<file path="config.mk">
export PLATFORM = sky130hd
export DESIGN_NAME = bsm_boot_map
export DESIGN_NICKNAME = d
export VERILOG_FILES = /design/src/verilog/bsm_pkg.sv /design/src/verilog/bsm_boot_map.sv
export VERILOG_INCLUDE_DIRS = /design/src /design/src/verilog
export SDC_FILE = /design/constraint.sdc
export NUM_CORES = 1
export LEC_CHECK = 0
export BUFFER_PORTS_ARGS = -buffer_cell sky130_fd_sc_hd__buf_2
export CAP_MARGIN = 10
export CORE_ASPECT_RATIO = 2
export CORE_UTILIZATION = 48
export CTS_BUF_LIST = sky130_fd_sc_hd__clkbuf_4 sky130_fd_sc_hd__clkbuf_8
export DETAILED_ROUTE_END_ITERATION = 16
export GPL_ROUTABILITY_DRIVEN = 1
export HOLD_SLACK_MARGIN = 0.15
export PLACE_DENSITY = 0.78
export SLEW_MARGIN = 40
export SYNTH_ARGS = -nofsm -noshare
export SYNTH_HDL_FRONTEND = slang
export SYNTH_SLANG_ARGS = --single-unit
export TNS_END_PERCENT = 50
</file>
<file path="constraint.sdc">
create_clock -name clk -period 2 [get_ports clk]
set_input_delay 0.1 -clock clk [delete_from_list [all_inputs] [get_ports clk]]
set_output_delay 0.1 -clock clk [all_outputs]
set_load 0.01 [all_outputs]
</file>
<file path="src/verilog/bsm_params.svh">
// constants for the boot section address map and store sequencer
`ifndef BSM_PARAMS_SVH
`define BSM_PARAMS_SVH
`define BSM_Z_W 16
`define BSM_PC_W 15
`define BSM_PAGE_W 9
`define BSM_WORD_W 7
`define BSM_CMD_W 5
// command patterns in the low five control bits
`define BSM_CMD_READEN 5'h11
`define BSM_CMD_WRITE 5'h05
`define BSM_CMD_ERASE 5'h03
`define BSM_CMD_FILL 5'h01
`define BSM_CMD_LOCK 5'h09
// arm window of the store enable bit
`define BSM_ARM_CYCLES 3'h4
// small variant: 13-bit counter, 64-word pages, 128 pages
`define BSM_S_PC_TOP 4'hC
`define BSM_S_PG_TOP 4'h5
`define BSM_S_HALT_START 15'h1C00
`define BSM_S_BOOT_11 15'h1F80
`define BSM_S_BOOT_10 15'h1F00
`define BSM_S_BOOT_01 15'h1E00
`define BSM_S_BOOT_00 15'h1C00
`define BSM_S_SIZE_11 13'h0080
`define BSM_S_PAGES_11 6'h02
// large variants: 14/15-bit counter, 64/128-word pages
`define BSM_L_PC_TOP_A 4'hD
`define BSM_L_PC_TOP_B 4'hE
`define BSM_L_PG_TOP_A 4'h5
`define BSM_L_PG_TOP_B 4'h6
`define BSM_L_HALT_A 15'h3800
`define BSM_L_HALT_B 15'h7000
`define BSM_L_TOP_A 15'h3FFF
`define BSM_L_TOP_B 15'h7FFF
`define BSM_L_SIZE_11_A 13'h0100
`define BSM_L_SIZE_11_B 13'h0200
`define BSM_L_PAGES_11 6'h04
// erase/write busy time, shortened by parameter in simulation
`define BSM_PROG_CYCLES 370000
`endif

</file>
<file path="src/verilog/bsm_pkg.sv">
// types for the boot section address map and store sequencer
package bsm_pkg;
  typedef enum logic [1:0] {
    BSM_SMALL,
    BSM_LARGE_A,
    BSM_LARGE_B
  } bsm_variant_e;
  typedef enum logic [1:0] {
    BSM_IDLE,
    BSM_ARMED,
    BSM_BUSY
  } bsm_state_e;
endpackage

</file>
<file path="src/verilog/bsm_boot_map.sv">
// boot section address map, pointer decode and store command sequencer
`timescale 1ns/1ps
`include "bsm_params.svh"
module bsm_boot_map
  import bsm_pkg::*;
#(
  parameter bsm_variant_e VARIANT = BSM_SMALL,
  parameter int PROG_CYCLES = `BSM_PROG_CYCLES
) (
  // clock and reset
  input wire logic clk,
  input wire logic rst,
  // fuses
  input wire logic boot_size_fuse_hi,
  input wire logic boot_size_fuse_lo,
  // control register write and store instruction
  input wire logic ctrl_wr,
  input wire logic [`BSM_CMD_W-1:0] ctrl_wdata,
  input wire logic store_exec,
  input wire logic [`BSM_Z_W-1:0] z_ptr,
  // status
  output logic store_enable_bit,
  output logic concurrent_busy_flag,
  output logic [`BSM_CMD_W-1:0] active_cmd,
  // decoded map
  output logic [`BSM_PC_W-1:0] boot_start,
  output logic [`BSM_PC_W-1:0] app_end,
  output logic [12:0] boot_words,
  output logic [5:0] boot_pages,
  output logic [`BSM_PC_W-1:0] halt_start,
  // pointer fields of the last accepted store, and a one-cycle pulse for each store
  output logic [`BSM_PAGE_W-1:0] page_select_field,
  output logic [`BSM_WORD_W-1:0] word_select_field,
  output logic target_halting,
  output logic op_pulse
);
  import bsm_pkg::*;

  // ----------------------------------------------------------------
  // static map decode
  // ----------------------------------------------------------------
  localparam bit SMALL = (VARIANT == BSM_SMALL);
  localparam bit BIGB = (VARIANT == BSM_LARGE_B);
  localparam logic [3:0] PC_TOP = SMALL ? `BSM_S_PC_TOP :
    (BIGB ? `BSM_L_PC_TOP_B : `BSM_L_PC_TOP_A);
  localparam logic [3:0] PG_TOP = SMALL ? `BSM_S_PG_TOP :
    (BIGB ? `BSM_L_PG_TOP_B : `BSM_L_PG_TOP_A);
  localparam logic [`BSM_PC_W-1:0] HALT = SMALL ? `BSM_S_HALT_START :
    (BIGB ? `BSM_L_HALT_B : `BSM_L_HALT_A);
  localparam logic [`BSM_PC_W-1:0] TOPW = SMALL ? `BSM_S_BOOT_11 :
    (BIGB ? `BSM_L_TOP_B : `BSM_L_TOP_A);
  localparam logic [12:0] SIZE11 = SMALL ? `BSM_S_SIZE_11 :
    (BIGB ? `BSM_L_SIZE_11_B : `BSM_L_SIZE_11_A);
  localparam logic [5:0] PAGES11 = SMALL ? `BSM_S_PAGES_11 :
    `BSM_L_PAGES_11;

  // each step down in the fuse pair value doubles the boot size
  wire [1:0] fuse_pair = {boot_size_fuse_hi, boot_size_fuse_lo};
  wire [1:0] dbl = 2'h3 - fuse_pair;
  wire [12:0] next_words = SIZE11 << dbl;
  wire [5:0] next_pages = PAGES11 << dbl;
  // large-variant top word is all ones, so start is top + 1 - size
  wire [`BSM_PC_W-1:0] end_plus = SMALL ? (TOPW + {2'h0, SIZE11}) :
    (TOPW + 15'h0001);
  wire [`BSM_PC_W-1:0] next_start = end_plus - {2'h0, next_words};
  wire [`BSM_PC_W-1:0] next_app_end = next_start - 15'h0001;

  // ----------------------------------------------------------------
  // pointer decode
  // ----------------------------------------------------------------
  // z0 is dropped and bits above the counter top are ignored
  wire [`BSM_PC_W-1:0] pc_mask = (15'h0002 << PC_TOP) - 15'h0001;
  wire [`BSM_PC_W-1:0] z_pc = z_ptr[`BSM_Z_W-1:1] & pc_mask;
  wire [`BSM_PC_W-1:0] z_page = z_pc >> (PG_TOP + 4'h1);
  wire [`BSM_PC_W-1:0] wmask = (15'h0002 << PG_TOP) - 15'h0001;
  wire [`BSM_PC_W-1:0] z_word = z_pc & wmask;
  wire z_halting = (z_pc >= HALT);

  // ----------------------------------------------------------------
  // command sequencer
  // ----------------------------------------------------------------
  bsm_state_e state;
  logic [2:0] arm_cnt;
  logic [31:0] busy_cnt;

  wire cmd_ok = (ctrl_wdata == `BSM_CMD_READEN) ||
    (ctrl_wdata == `BSM_CMD_LOCK) || (ctrl_wdata == `BSM_CMD_WRITE) ||
    (ctrl_wdata == `BSM_CMD_ERASE) || (ctrl_wdata == `BSM_CMD_FILL);
  wire accept_wr = ctrl_wr && cmd_ok && (state == BSM_IDLE);
  wire fire = (state == BSM_ARMED) && store_exec;
  wire is_prog = (active_cmd == `BSM_CMD_WRITE) ||
    (active_cmd == `BSM_CMD_ERASE);
  wire timeout = (state == BSM_ARMED) && !store_exec &&
    (arm_cnt == `BSM_ARM_CYCLES - 3'h1);
  wire busy_done = (state == BSM_BUSY) &&
    (busy_cnt == PROG_CYCLES - 1);
  wire set_busy = fire && is_prog && !z_halting;
  // read enable or fill clears the busy flag only once nothing is programming
  wire clr_busy = fire && ((active_cmd == `BSM_CMD_READEN) ||
    (active_cmd == `BSM_CMD_FILL));

  always_ff @(posedge clk or posedge rst) begin
    if (rst) begin
      state <= BSM_IDLE;
      arm_cnt <= 3'h0;
      busy_cnt <= 32'h0;
      active_cmd <= 5'h00;
    end else begin
      case (state)
        BSM_IDLE: begin
          arm_cnt <= 3'h0;
          if (accept_wr) begin
            state <= BSM_ARMED;
            active_cmd <= ctrl_wdata;
          end
        end
        BSM_ARMED: begin
          arm_cnt <= arm_cnt + 3'h1;
          busy_cnt <= 32'h0;
          if (fire && is_prog) begin
            state <= BSM_BUSY;
          end else if (fire || timeout) begin
            state <= BSM_IDLE;
            active_cmd <= 5'h00;
          end
        end
        BSM_BUSY: begin
          busy_cnt <= busy_cnt + 32'h1;
          if (busy_done) begin
            state <= BSM_IDLE;
            active_cmd <= 5'h00;
          end
        end
        default: state <= BSM_IDLE;
      endcase
    end
  end

  always_ff @(posedge clk or posedge rst) begin
    if (rst) begin
      store_enable_bit <= 1'b0;
      concurrent_busy_flag <= 1'b0;
      page_select_field <= 9'h000;
      word_select_field <= 7'h00;
      target_halting <= 1'b0;
      op_pulse <= 1'b0;
      boot_start <= 15'h0000;
      app_end <= 15'h0000;
      boot_words <= 13'h0000;
      boot_pages <= 6'h00;
      halt_start <= 15'h0000;
    end else begin
      store_enable_bit <= accept_wr || (state == BSM_ARMED && !fire &&
        !timeout) || (fire && is_prog) ||
        (state == BSM_BUSY && !busy_done);
      if (set_busy) begin
        concurrent_busy_flag <= 1'b1;
      end else if (clr_busy) begin
        concurrent_busy_flag <= 1'b0;
      end
      if (fire) begin
        page_select_field <= z_page[`BSM_PAGE_W-1:0];
        word_select_field <= z_word[`BSM_WORD_W-1:0];
        target_halting <= z_halting;
      end
      op_pulse <= fire;
      boot_start <= next_start;
      app_end <= next_app_end;
      boot_words <= next_words;
      boot_pages <= next_pages;
      halt_start <= HALT;
    end
  end

  // ----------------------------------------------------------------
  // checks
  // ----------------------------------------------------------------
  arm_window_a: assert property (@(posedge clk) disable iff (rst)
    $rose(state == BSM_ARMED) && !store_exec ##1 !store_exec [*3] |=>
    state == BSM_IDLE) else $error("arm window not four cycles");
  busy_set_a: assert property (@(posedge clk) disable iff (rst)
    set_busy |=> concurrent_busy_flag)
    else $error("busy flag not set by program to concurrent");
  bad_cmd_a: assert property (@(posedge clk) disable iff (rst)
    ctrl_wr && !cmd_ok && state == BSM_IDLE |=> state == BSM_IDLE)
    else $error("illegal command accepted");
  // map registers hold reset zeros until one edge after release
  app_end_a: assert property (@(posedge clk) disable iff (rst)
    !$past(rst) |-> app_end == boot_start - 15'h0001)
    else $error("application end not below boot start");
  spm_high_a: assert property (@(posedge clk) disable iff (rst)
    state == BSM_BUSY |=> store_enable_bit || $past(busy_done))
    else $error("store enable dropped while busy");
  page_map_a: assert property (@(posedge clk) disable iff (rst)
    fire |=> page_select_field == $past(z_page[`BSM_PAGE_W-1:0]) &&
    word_select_field == $past(z_word[`BSM_WORD_W-1:0]))
    else $error("pointer fields mis-captured");
  boot_top_a: assert property (@(posedge clk) disable iff (rst)
    !$past(rst) |-> boot_start + {2'h0, boot_words} == end_plus)
    else $error("boot section does not end at top");
  halt_cut_a: assert property (@(posedge clk) disable iff (rst)
    fire && z_pc < HALT |=> !target_halting)
    else $error("concurrent address flagged halting");
endmodule // bsm_boot_map

</file>
# Yosys cells after proc, flatten, opt, wreduce, memory -nomap -nowiden
# Cells that the tools add are included.
[word_totals]
regBits = 109
in_bits = 27
output_inout_bits = 89
wordCells = 89
[op_classes]
n_addsub = 5
n_lt_le_gt_ge = 1
n_eq_ne = 18
shift = 2
n_mux = 14
reduce_logical = 34
[op_table]
columns = ["op", "count"]
rows = [
  ["$pmux W32 S2", 1],
  ["$add A32 B1 Y32 const B", 1],
  ["$eq A32 B19 Y1 const B", 1],
  ["$mux W5", 4],
  ["$pmux W5 S3", 1],
  ["$sub A14 B13 Y15 const A", 1],
  ["$sub A15 B1 Y15 const B", 1],
  ["$ge A13 B13 Y1 const B", 1],
  ["$shl A8 B2 Y13 const A", 1],
  ["$logic_and A1 B1 Y1", 12],
  ["$eq A5 B1 Y1 const B", 2],
  ["$eq A5 B2 Y1 const B", 2],
  ["$eq A5 B3 Y1 const B", 2],
  ["$eq A5 B5 Y1 const B", 2],
  ["$logic_or A1 B1 Y1", 10],
  ["$mux W2", 4],
  ["$ne A2 B2 Y1 const B", 3],
  ["$pmux W2 S3", 1],
  ["$pmux W3 S2", 1],
  ["$reduce_bool A2 Y1", 3],
  ["$shl A2 B2 Y6 const A", 1],
  ["$eq A5 B4 Y1 const B", 1],
  ["$logic_not A1 Y1", 5],
  ["$reduce_and A5 Y1", 1],
  ["other kinds (11)", 12],
]

# Logic depth before layout (Yosys ltp)
# Gate-level depths: netlist of the first run.
[depth]
depth_word = 10
ltp_mapped = 8
depth_no_buf = 7

# Worst setup path before layout of the first run
# OpenSTA, ideal clock, no wires.
[synth_timing]
path_type = "register to register"
from = "reg busy_cnt[0]"
to = "reg active_cmd[2]"
setup_ns = 0.128
t_arrival_ns = 1.850
t_required_ns = 1.872
setup_slack_ns = 0.022
stages_incl_launch_ff = 7
cell_sequence = "dfrtp_1 ha_1 nand3_1 or2_2 o41ai_4 nand3_4 mux2_1"
[synth_via]
elab_chain_len = 4
[synth_lines]
columns = ["item", "line_no", "source"]
rows = [
  ["start, declared", "bsm_boot_map.sv:84", "logic [31:0] busy_cnt;"],
  ["start signal, assigned", "bsm_boot_map.sv:128", "busy_cnt <= busy_cnt + 32'h1;"],
  ["$eq A32 B19 Y1", "bsm_boot_map.sv:96", "(busy_cnt == PROG_CYCLES - 1);"],
  ["$logic_and A1 B1 Y1", "bsm_boot_map.sv:95", "wire busy_done = (state == BSM_BUSY) &&"],
  ["$ne A2 B2 Y1 (no source line)", "--", ""],
  ["$reduce_and A5 Y1 (no source line)", "--", ""],
  ["end signal, assigned", "bsm_boot_map.sv:114", "active_cmd <= ctrl_wdata;"],
  ["end, declared", "bsm_boot_map.sv:24", "output logic [`BSM_CMD_W-1:0] active_cmd,"],
]
# No other way between the ends.
# A chain may end at the register's enable or synchronous reset.

# Worst setup path after layout of the first run
[layout_timing]
from = "reg busy_cnt[1]"
to = "reg store_enable_bit"
[layout_via]
elab_chain_len = 5
[layout_lines]
columns = ["item", "line_no", "source"]
rows = [
  ["$eq A32 B19 Y1", "bsm_boot_map.sv:96", ""],
  ["$logic_and A1 B1 Y1", "bsm_boot_map.sv:95", ""],
  ["$logic_not A1 Y1", "bsm_boot_map.sv:155", "(state == BSM_BUSY && !busy_done);"],
  ["$logic_and A1 B1 Y1", "bsm_boot_map.sv:155", ""],
  ["$logic_or A1 B1 Y1", "bsm_boot_map.sv:154", "!timeout) || (fire && is_prog) ||"],
  ["end signal, assigned", "bsm_boot_map.sv:153", "store_enable_bit <= accept_wr || (state == BSM_ARMED && !fire &&"],
  ["end, declared", "bsm_boot_map.sv:22", "output logic store_enable_bit,"],
]
# No other way between the ends.

==> flow_summary.yaml, run 1 <==
pwr:
  power_w: 0.00475
  static-leakage-power_nw: 2.43
  cellPowerDensity_nw_per_um2: 969
  max-vdd-ir-drop_v: 0.000743
sta:
  share_of_the_clock_period_used_by_the_worst_path_pct: 98.6
  achievable-frequency_mhz: 507
  setup_violations: 0
  time_the_final_worst_path_needs_with_i_o_delays_and_setup_ns: 1.97
  count_of_final_hold_check_violations: 0
  worst_slack_ns: 0.0272
  finClkSkew_ns: 0.00755
  final_max_slew_viol_count: 0
logic_synthesis:
  ys_types: 46
  ys_dominant_reg_cell: "dfrtp_1"
  portion_of_netlist_area_occupied_by_mux_cells_pct: 5.58
  netlist_instances: 365
  post_synth_and_or_nand_nor_area_fraction_pct: 18.7
  largest_family_of_logic_cells_by_synthesized_area: "simple AND/OR/NAND/NOR gates"
  yosysWarnings: 0
  synth_async_sr_flop_share_pct: 100
  synth-seq-area-share_pct: 49.9
  ys_seq_elements: 76
  xor_xnor_share_of_the_synthesized_area_pct: 5.29
  synth.cell_area_um2: 3810
  synth-compound-area-share_pct: 5.65
  synth_enable_flop_cells: 0
  synth-adder-area-share_pct: 2.56
  syn_avg_cell_area_um2: 10.4
run:
  max-cap-violations: 0
critical_path:
  cp_top_family: "compound AO/OA/AOI/OAI gates"
  crit_required_ns: 2.25
  timing.critical_path.to_type: "flop"
  setup.reg_to_reg.worst_slack_ns: 0.03
  crit_arrival_ns: 2.22
  worst_setup_path_start_kind: "flop"
  critical_path_buf_inv_count: 1
  worst_setup_path_startpoint: "busy_cnt[1]"
  critical_path.cell_chain: "ha_4 -> nand3_1 -> or2_4 -> o41ai_4 -> buf_4 -> nand2_1 -> a211o_1"
  max_stage_delay_ns: 0.41
  cp_max_fo: 3
  worstReg2RegStart: "busy_cnt[1]"
  slowest_stage: "dfrtp_1"
  worstSetupPathType: "flop to flop"
drt:
  avgRoutedWirePerCell_um: 14.8
  dr.pass1.iters: 4
  ant_nets: 0
  detailroute.wirelength.met3_um: 373
  total_via_count_after_detailed_routing: 2983
  wl_met1_mm: 3.05
  post_drt_via_cell_ratio: 5.02
  remaining_drc_errors: 0
  drt_wl_total_mm: 8.78
  top_signal_layer_used: "met4"
  met2WireLength_mm: 5.07
  initialDrtViolationCount: 59
global_routing:
  grt_max_degree: 49
  first_global_vias: 3083
  antenna_found_initial: 0
  grt_use_total_pct: 22.2
  grt-ovfl-total: 0
  first_pass_grt_wire_length_mm: 13.8
cells_and_area:
  finish.utilization_pct: 64.0
  post-route-cell-area_um2: 4900
  number_of_antenna_repair_diodes: 0
  final_common_cell: "buf_2"
  flow.area_growth_from_synthesis_pct: 28.5
  final_net_count: 529
  layout-drive-gt1-share_pct: 33.6
  commonest_cells_after_routing_fill_and_taps_aside: "buf_2, dfrtp_1, buf_4"
cts:
  clk_latency_ns: 0.36
  ctsHtreeMaxLevel: 3
  cts_tree: "done"
  clock_transition_at_the_register_clock_pins_on_the_worst_setup_and_hold_paths_after_cts_ns: 0.08
  clk_root_buffer_cell: "clkbuf_8"
  cts.sink_count: 76
  cts_buffers: 9
  clock_path_buffers: 2
die:
  start_util_pct: 49.8
  fp.coreArea_um2: 7660
  floorplan.die_area_um2: 8320
  die-width_um: 65.0
  die_y_um: 128
  ioPinCount: 116
  num_rows: 45
min_path:
  classification_of_the_worst_slack_hold_path: "primary input to flop"
  worstHoldStart: "ctrl_wr"
placement:
  detailedPlace.worstSlack_ns: -0.0560
  io_buffer_count: 78
  dp_hpwl_mm: 5.89
  place.gp.congestion: 0.881
  dpl_cell_area_um2: 4340
status:
  outcome: "completed"
[logic make-up (layout without fill, tap and decap cells)]
family / count (synthesis) / count (layout)
AOI/OAI and AO/OA: 31 / 31
and+or+nand+nor: 133 / 133
adders and majority gates: 8 / 8
xor gates and xnor gates: 23 / 23
buffers and inverters: 73 / 172
muxes: 19 / 19
other: 2 / 38
DFF: 76 / 76
[per-layer routing]
metal | up-vias | track usage [%]
li1 | 1415 | -
met1 | 1451 | 21.5
met2 | 97 | 42.0
met3 | 20 | 5.25
met4 | 0 | 11.1
met5 | - | 0
[power by group]
group	internal (W)	switching [W]	total, W	leakage (nW)
clock network	0.000697	0.000573	0.00127	0.109
registers	0.00180	0.000170	0.00197	0.981
logic	0.000687	0.000820	0.00151	1.34
total	0.00318	0.00156	0.00475	2.43
[timing repair]
action / 4_1_cts / 5_1_grt
pin swaps: 3 / 5
hold buffers: 22 / 0
setup endpoints to repair: 11 / 21
setup buffers: 5 / 2
resized for setup: 3 / 10
hold endpoints to repair: 109 / 0
cloned: 0 / 0
[path summary, 6_finish.rpt]
path,end,depth (start not counted)
min in group asynchronous,boot_pages[3],3
worst max-delay path,store_enable_bit,7
worst min register to register,arm_cnt[2],2
worst min-delay path,state[0],5
max in group asynchronous,busy_cnt[26],4
worst max register to register,store_enable_bit,7
[worst min-delay path: stages]
cell and delay [ns]:
buf_2 0.11, nand2_1 0.08, a21oi_1 0.05, nand3_1 0.08, a2bb2oi_1 0.07
[layout make-up]
class | instances | area, um2
fillers | 590 | 2760
flip-flops and latches | 76 | 1900
multi-input cells | 252 | 1660
repair buffers | 142 | 951
clock buffers | 9 | 124
well taps | 94 | 118
clock inverters | 7 | 91.3
inverters | 14 | 56.3
[registers in the layout, summed over array words and instances, names as in the netlist]
signal	count
app_end	8
op_pulse	1
word_select_field	6
store_enable_bit	1
busy_cnt	32
page_select_field	7
boot_start	5
target_halting	1
concurrent_busy_flag	1
active_cmd	5
arm_cnt	3
boot_pages	4
state	2
[stage by stage]
step	setup TNS [ns]	cells	hold WS, ns
floorplan	0	401	0.168
global route	-0.0491	594	0.192
CTS	0	592	0.160
finish	0	594	0.167
detailed placement	-0.296	549	0.0458
global placement	-0.137	549	0.0383
[cells in the mapped netlist (7+ instances only)]
cell type | count | area [um2]
a21oi_1 | 8 | 40.0
buf_4 | 50 | 375
dfrtp_1 | 76 | 1900
ha_1 | 7 | 87.6
inv_1 | 14 | 52.6
mux2_2 | 13 | 146
nand2_1 | 32 | 120
nand3_1 | 17 | 85.1
nand4_1 | 13 | 81.3
nor2_1 | 29 | 109
o21ai_0 | 13 | 65.1
xor2_1 | 19 | 166
No activity file was read; power rests on OpenSTA's default activity.
==> run 2: changes to the inputs <==
--- a/config.mk
+++ b/config.mk
@@ -9,12 +9,13 @@
 export BUFFER_PORTS_ARGS = -buffer_cell sky130_fd_sc_hd__buf_2
 export CAP_MARGIN = 10
 export CORE_ASPECT_RATIO = 2
-export CORE_UTILIZATION = 48
+export CORE_UTILIZATION = 51
 export CTS_BUF_LIST = sky130_fd_sc_hd__clkbuf_4 sky130_fd_sc_hd__clkbuf_8
 export DETAILED_ROUTE_END_ITERATION = 16
 export GPL_ROUTABILITY_DRIVEN = 1
 export HOLD_SLACK_MARGIN = 0.15
-export PLACE_DENSITY = 0.78
+export PLACE_DENSITY = 0.79
+export SETUP_SLACK_MARGIN = 0.4
 export SLEW_MARGIN = 40
 export SYNTH_ARGS = -nofsm -noshare
 export SYNTH_HDL_FRONTEND = slang
==> constraint.sdc (replaced) <==
create_clock -name clk -period 2.55 [get_ports clk]
set_input_delay 0.1275 -clock clk [delete_from_list [all_inputs] [get_ports clk]]
set_output_delay 0.1275 -clock clk [all_outputs]
set_load 0.01 [all_outputs]
==> run 2 against run 1 <==
Compared with the run above:
- maximum frequency fell by 6.0%
- sequential share of layout area rose by 3.1 points
- sequential power decreased by 22%
- largest cell class unchanged
==> flow_summary.yaml, run 2 (same netlist as run 1, synthesis figures left out) <==
status:
  outcome: "completed"
placement:
  place.gp.congestion: 0.849
  io_buffer_count: 78
  dp_hpwl_mm: 5.30
sta:
  worstMarginPinSlew_ns: 0.642
  achievable-frequency_mhz: 477
  count_of_final_hold_check_violations: 0
  setup_violations: 0
  hold_ws_ns: 0.197
  share_of_the_clock_period_used_by_the_worst_path_pct: 82.3
  finClkSkew_ns: 0.00957
  time_the_final_worst_path_needs_with_i_o_delays_and_setup_ns: 2.10
  maxSlewHeadroom_pct: 57.1
  final_max_slew_viol_count: 0
  unrepaired_setup_endpoints_after_global_routing: "true"
  setup_tns_ns: 0
cts:
  clock_path_buffers: 2
  clock_transition_at_the_register_clock_pins_on_the_worst_setup_and_hold_paths_after_cts_ns: 0.08
  cts_tree: "done"
  ctsHtreeMaxLevel: 3
  cts_buffers: 9
  clk_root_buffer_cell: "clkbuf_8"
  clk_latency_ns: 0.35
  cts.sink_count: 76
pwr:
  max-vdd-ir-drop_v: 0.000648
  static-leakage-power_nw: 2.22
  cellPowerDensity_nw_per_um2: 770
cells_and_area:
  registers.top_by_ff_count: "busy_cnt"
  final_common_cell: "buf_2"
  final_net_count: 495
  flow.area_growth_from_synthesis_pct: 19.1
  commonest_cells_after_routing_fill_and_taps_aside: "buf_2, dfrtp_1, conb_1"
  largest_register_ffs: 32
  largestRegisters: "busy_cnt x32, app_end x8, page_select_field x7"
  number_of_antenna_repair_diodes: 0
  layout-drive-gt1-share_pct: 29.8
drt:
  dr.pass1.iters: 4
  initialDrtViolationCount: 49
  ant_nets: 0
  post_drt_via_cell_ratio: 5.09
  avgRoutedWirePerCell_um: 13.7
  total_via_count_after_detailed_routing: 2838
  drt_wl_total_mm: 7.64
  remaining_drc_errors: 0
critical_path:
  crit_arrival_ns: 2.37
  worstReg2RegStart: "state[0]"
  timing.critical_path.to_type: "flop"
  worst_setup_path_start_kind: "flop"
  crit_required_ns: 2.82
  worstSetupPathType: "flop to flop"
  cp_max_fo: 10
  worst_setup_path_startpoint: "state[0]"
global_routing:
  grt_busiest_layer: "met2"
  grt.met2_usage_pct: 39.4
  first_pass_grt_wire_length_mm: 12.9
  global_route.usage.met3_pct: 5.13
  first_global_vias: 2937
  grt_max_degree: 77
  grt_use_total_pct: 21.2
  grt-ovfl-total: 0
  grtUsageMet1_pct: 20.7
  antenna_found_initial: 0
die:
  start_util_pct: 52.4
  ioPinCount: 116
  num_rows: 44
  floorplan.die_area_um2: 7840
  die_y_um: 124
  die-width_um: 63.1
  fp.coreArea_um2: 7270
run:
  max-cap-violations: 0
min_path:
  classification_of_the_worst_slack_hold_path: "primary input to flop"
  worstHoldStart: "ctrl_wr"
-- run 2: cell count changes in the layout (fill, tap and decap cells not counted), moves of 2 or more --
cell	delta
buf_4	-28
dlygate4sd3_1	-5
nor4_2	+3
clkinv_2	-2
ha_2	+2
ha_4	-2
nor4_4	-2
-- run 2: repair_timing --
item,4_1_cts,5_1_grt
buffers inserted,2,2
gates cloned,0,0
hold buffers,17,0
pin swaps,1,3
resized for setup,1,4
endpoints found under the setup margin,6,19
hold endpoints to repair,105,0
-- run 2: power by group --
part	switching (W)	total (W)	internal, W
registers	0.000119	0.00153	0.00141
clock network	0.000456	0.000912	0.000456
logic	0.000591	0.00105	0.000462
total	0.00117	0.00349	0.00233
-- run 2: per-stage QoR --
step / setup slack, ns / utilization, % / area (um2) / cells / total power [W]
floorplan: 0.484 / - / 3950 / 401 / 0.00224
global placement: 0.416 / 56.7 / 4120 / 521 / 0.00252
detailed placement: 0.366 / 56.7 / 4120 / 521 / 0.00256
CTS: 0.395 / 62.1 / 4510 / 556 / 0.00350
global route: 0.320 / 62.5 / 4540 / 558 / 0.00368
finish: 0.452 / 62.5 / 4540 / 558 / 0.00349
-- run 2: final cells by class --
type | count | area (um2)
clock buffer | 9 | 124
clock inverter | 7 | 76.3
fill | 587 | 2730
inverter | 14 | 52.6
multi-input combinational | 252 | 1600
sequential | 76 | 1900
tap | 92 | 115
timing repair buffer | 108 | 671
-- run 2: worst max-delay path: stages, from the launching register on --
cell and delay [ns]:
dfrtp_1 0.36, inv_1 0.08, ha_2 0.42, nand2_1 0.15, nor4_2 0.37, nand3_1 0.13, or3_1 0.36, a21oi_1 0.15
-- run 2: routing by layer --
metal	up-vias	wire [um]
met5	-	0
met4	0	211
met3	16	314
met2	101	4550
met1	1389	2560
li1	1332	-
-- run 2: final timing paths --
kind                                     end  slack, ns  depth (start not counted)
max in group asynchronous       busy_cnt[25]       1.84                          4
worst max register to register  busy_cnt[30]       0.45                          7
worst max-delay path            busy_cnt[30]       0.45                          7
worst min register to register    arm_cnt[2]       0.49                          2
worst min-delay path                state[0]       0.20                          5
min in group asynchronous        app_end[11]       0.40                          4
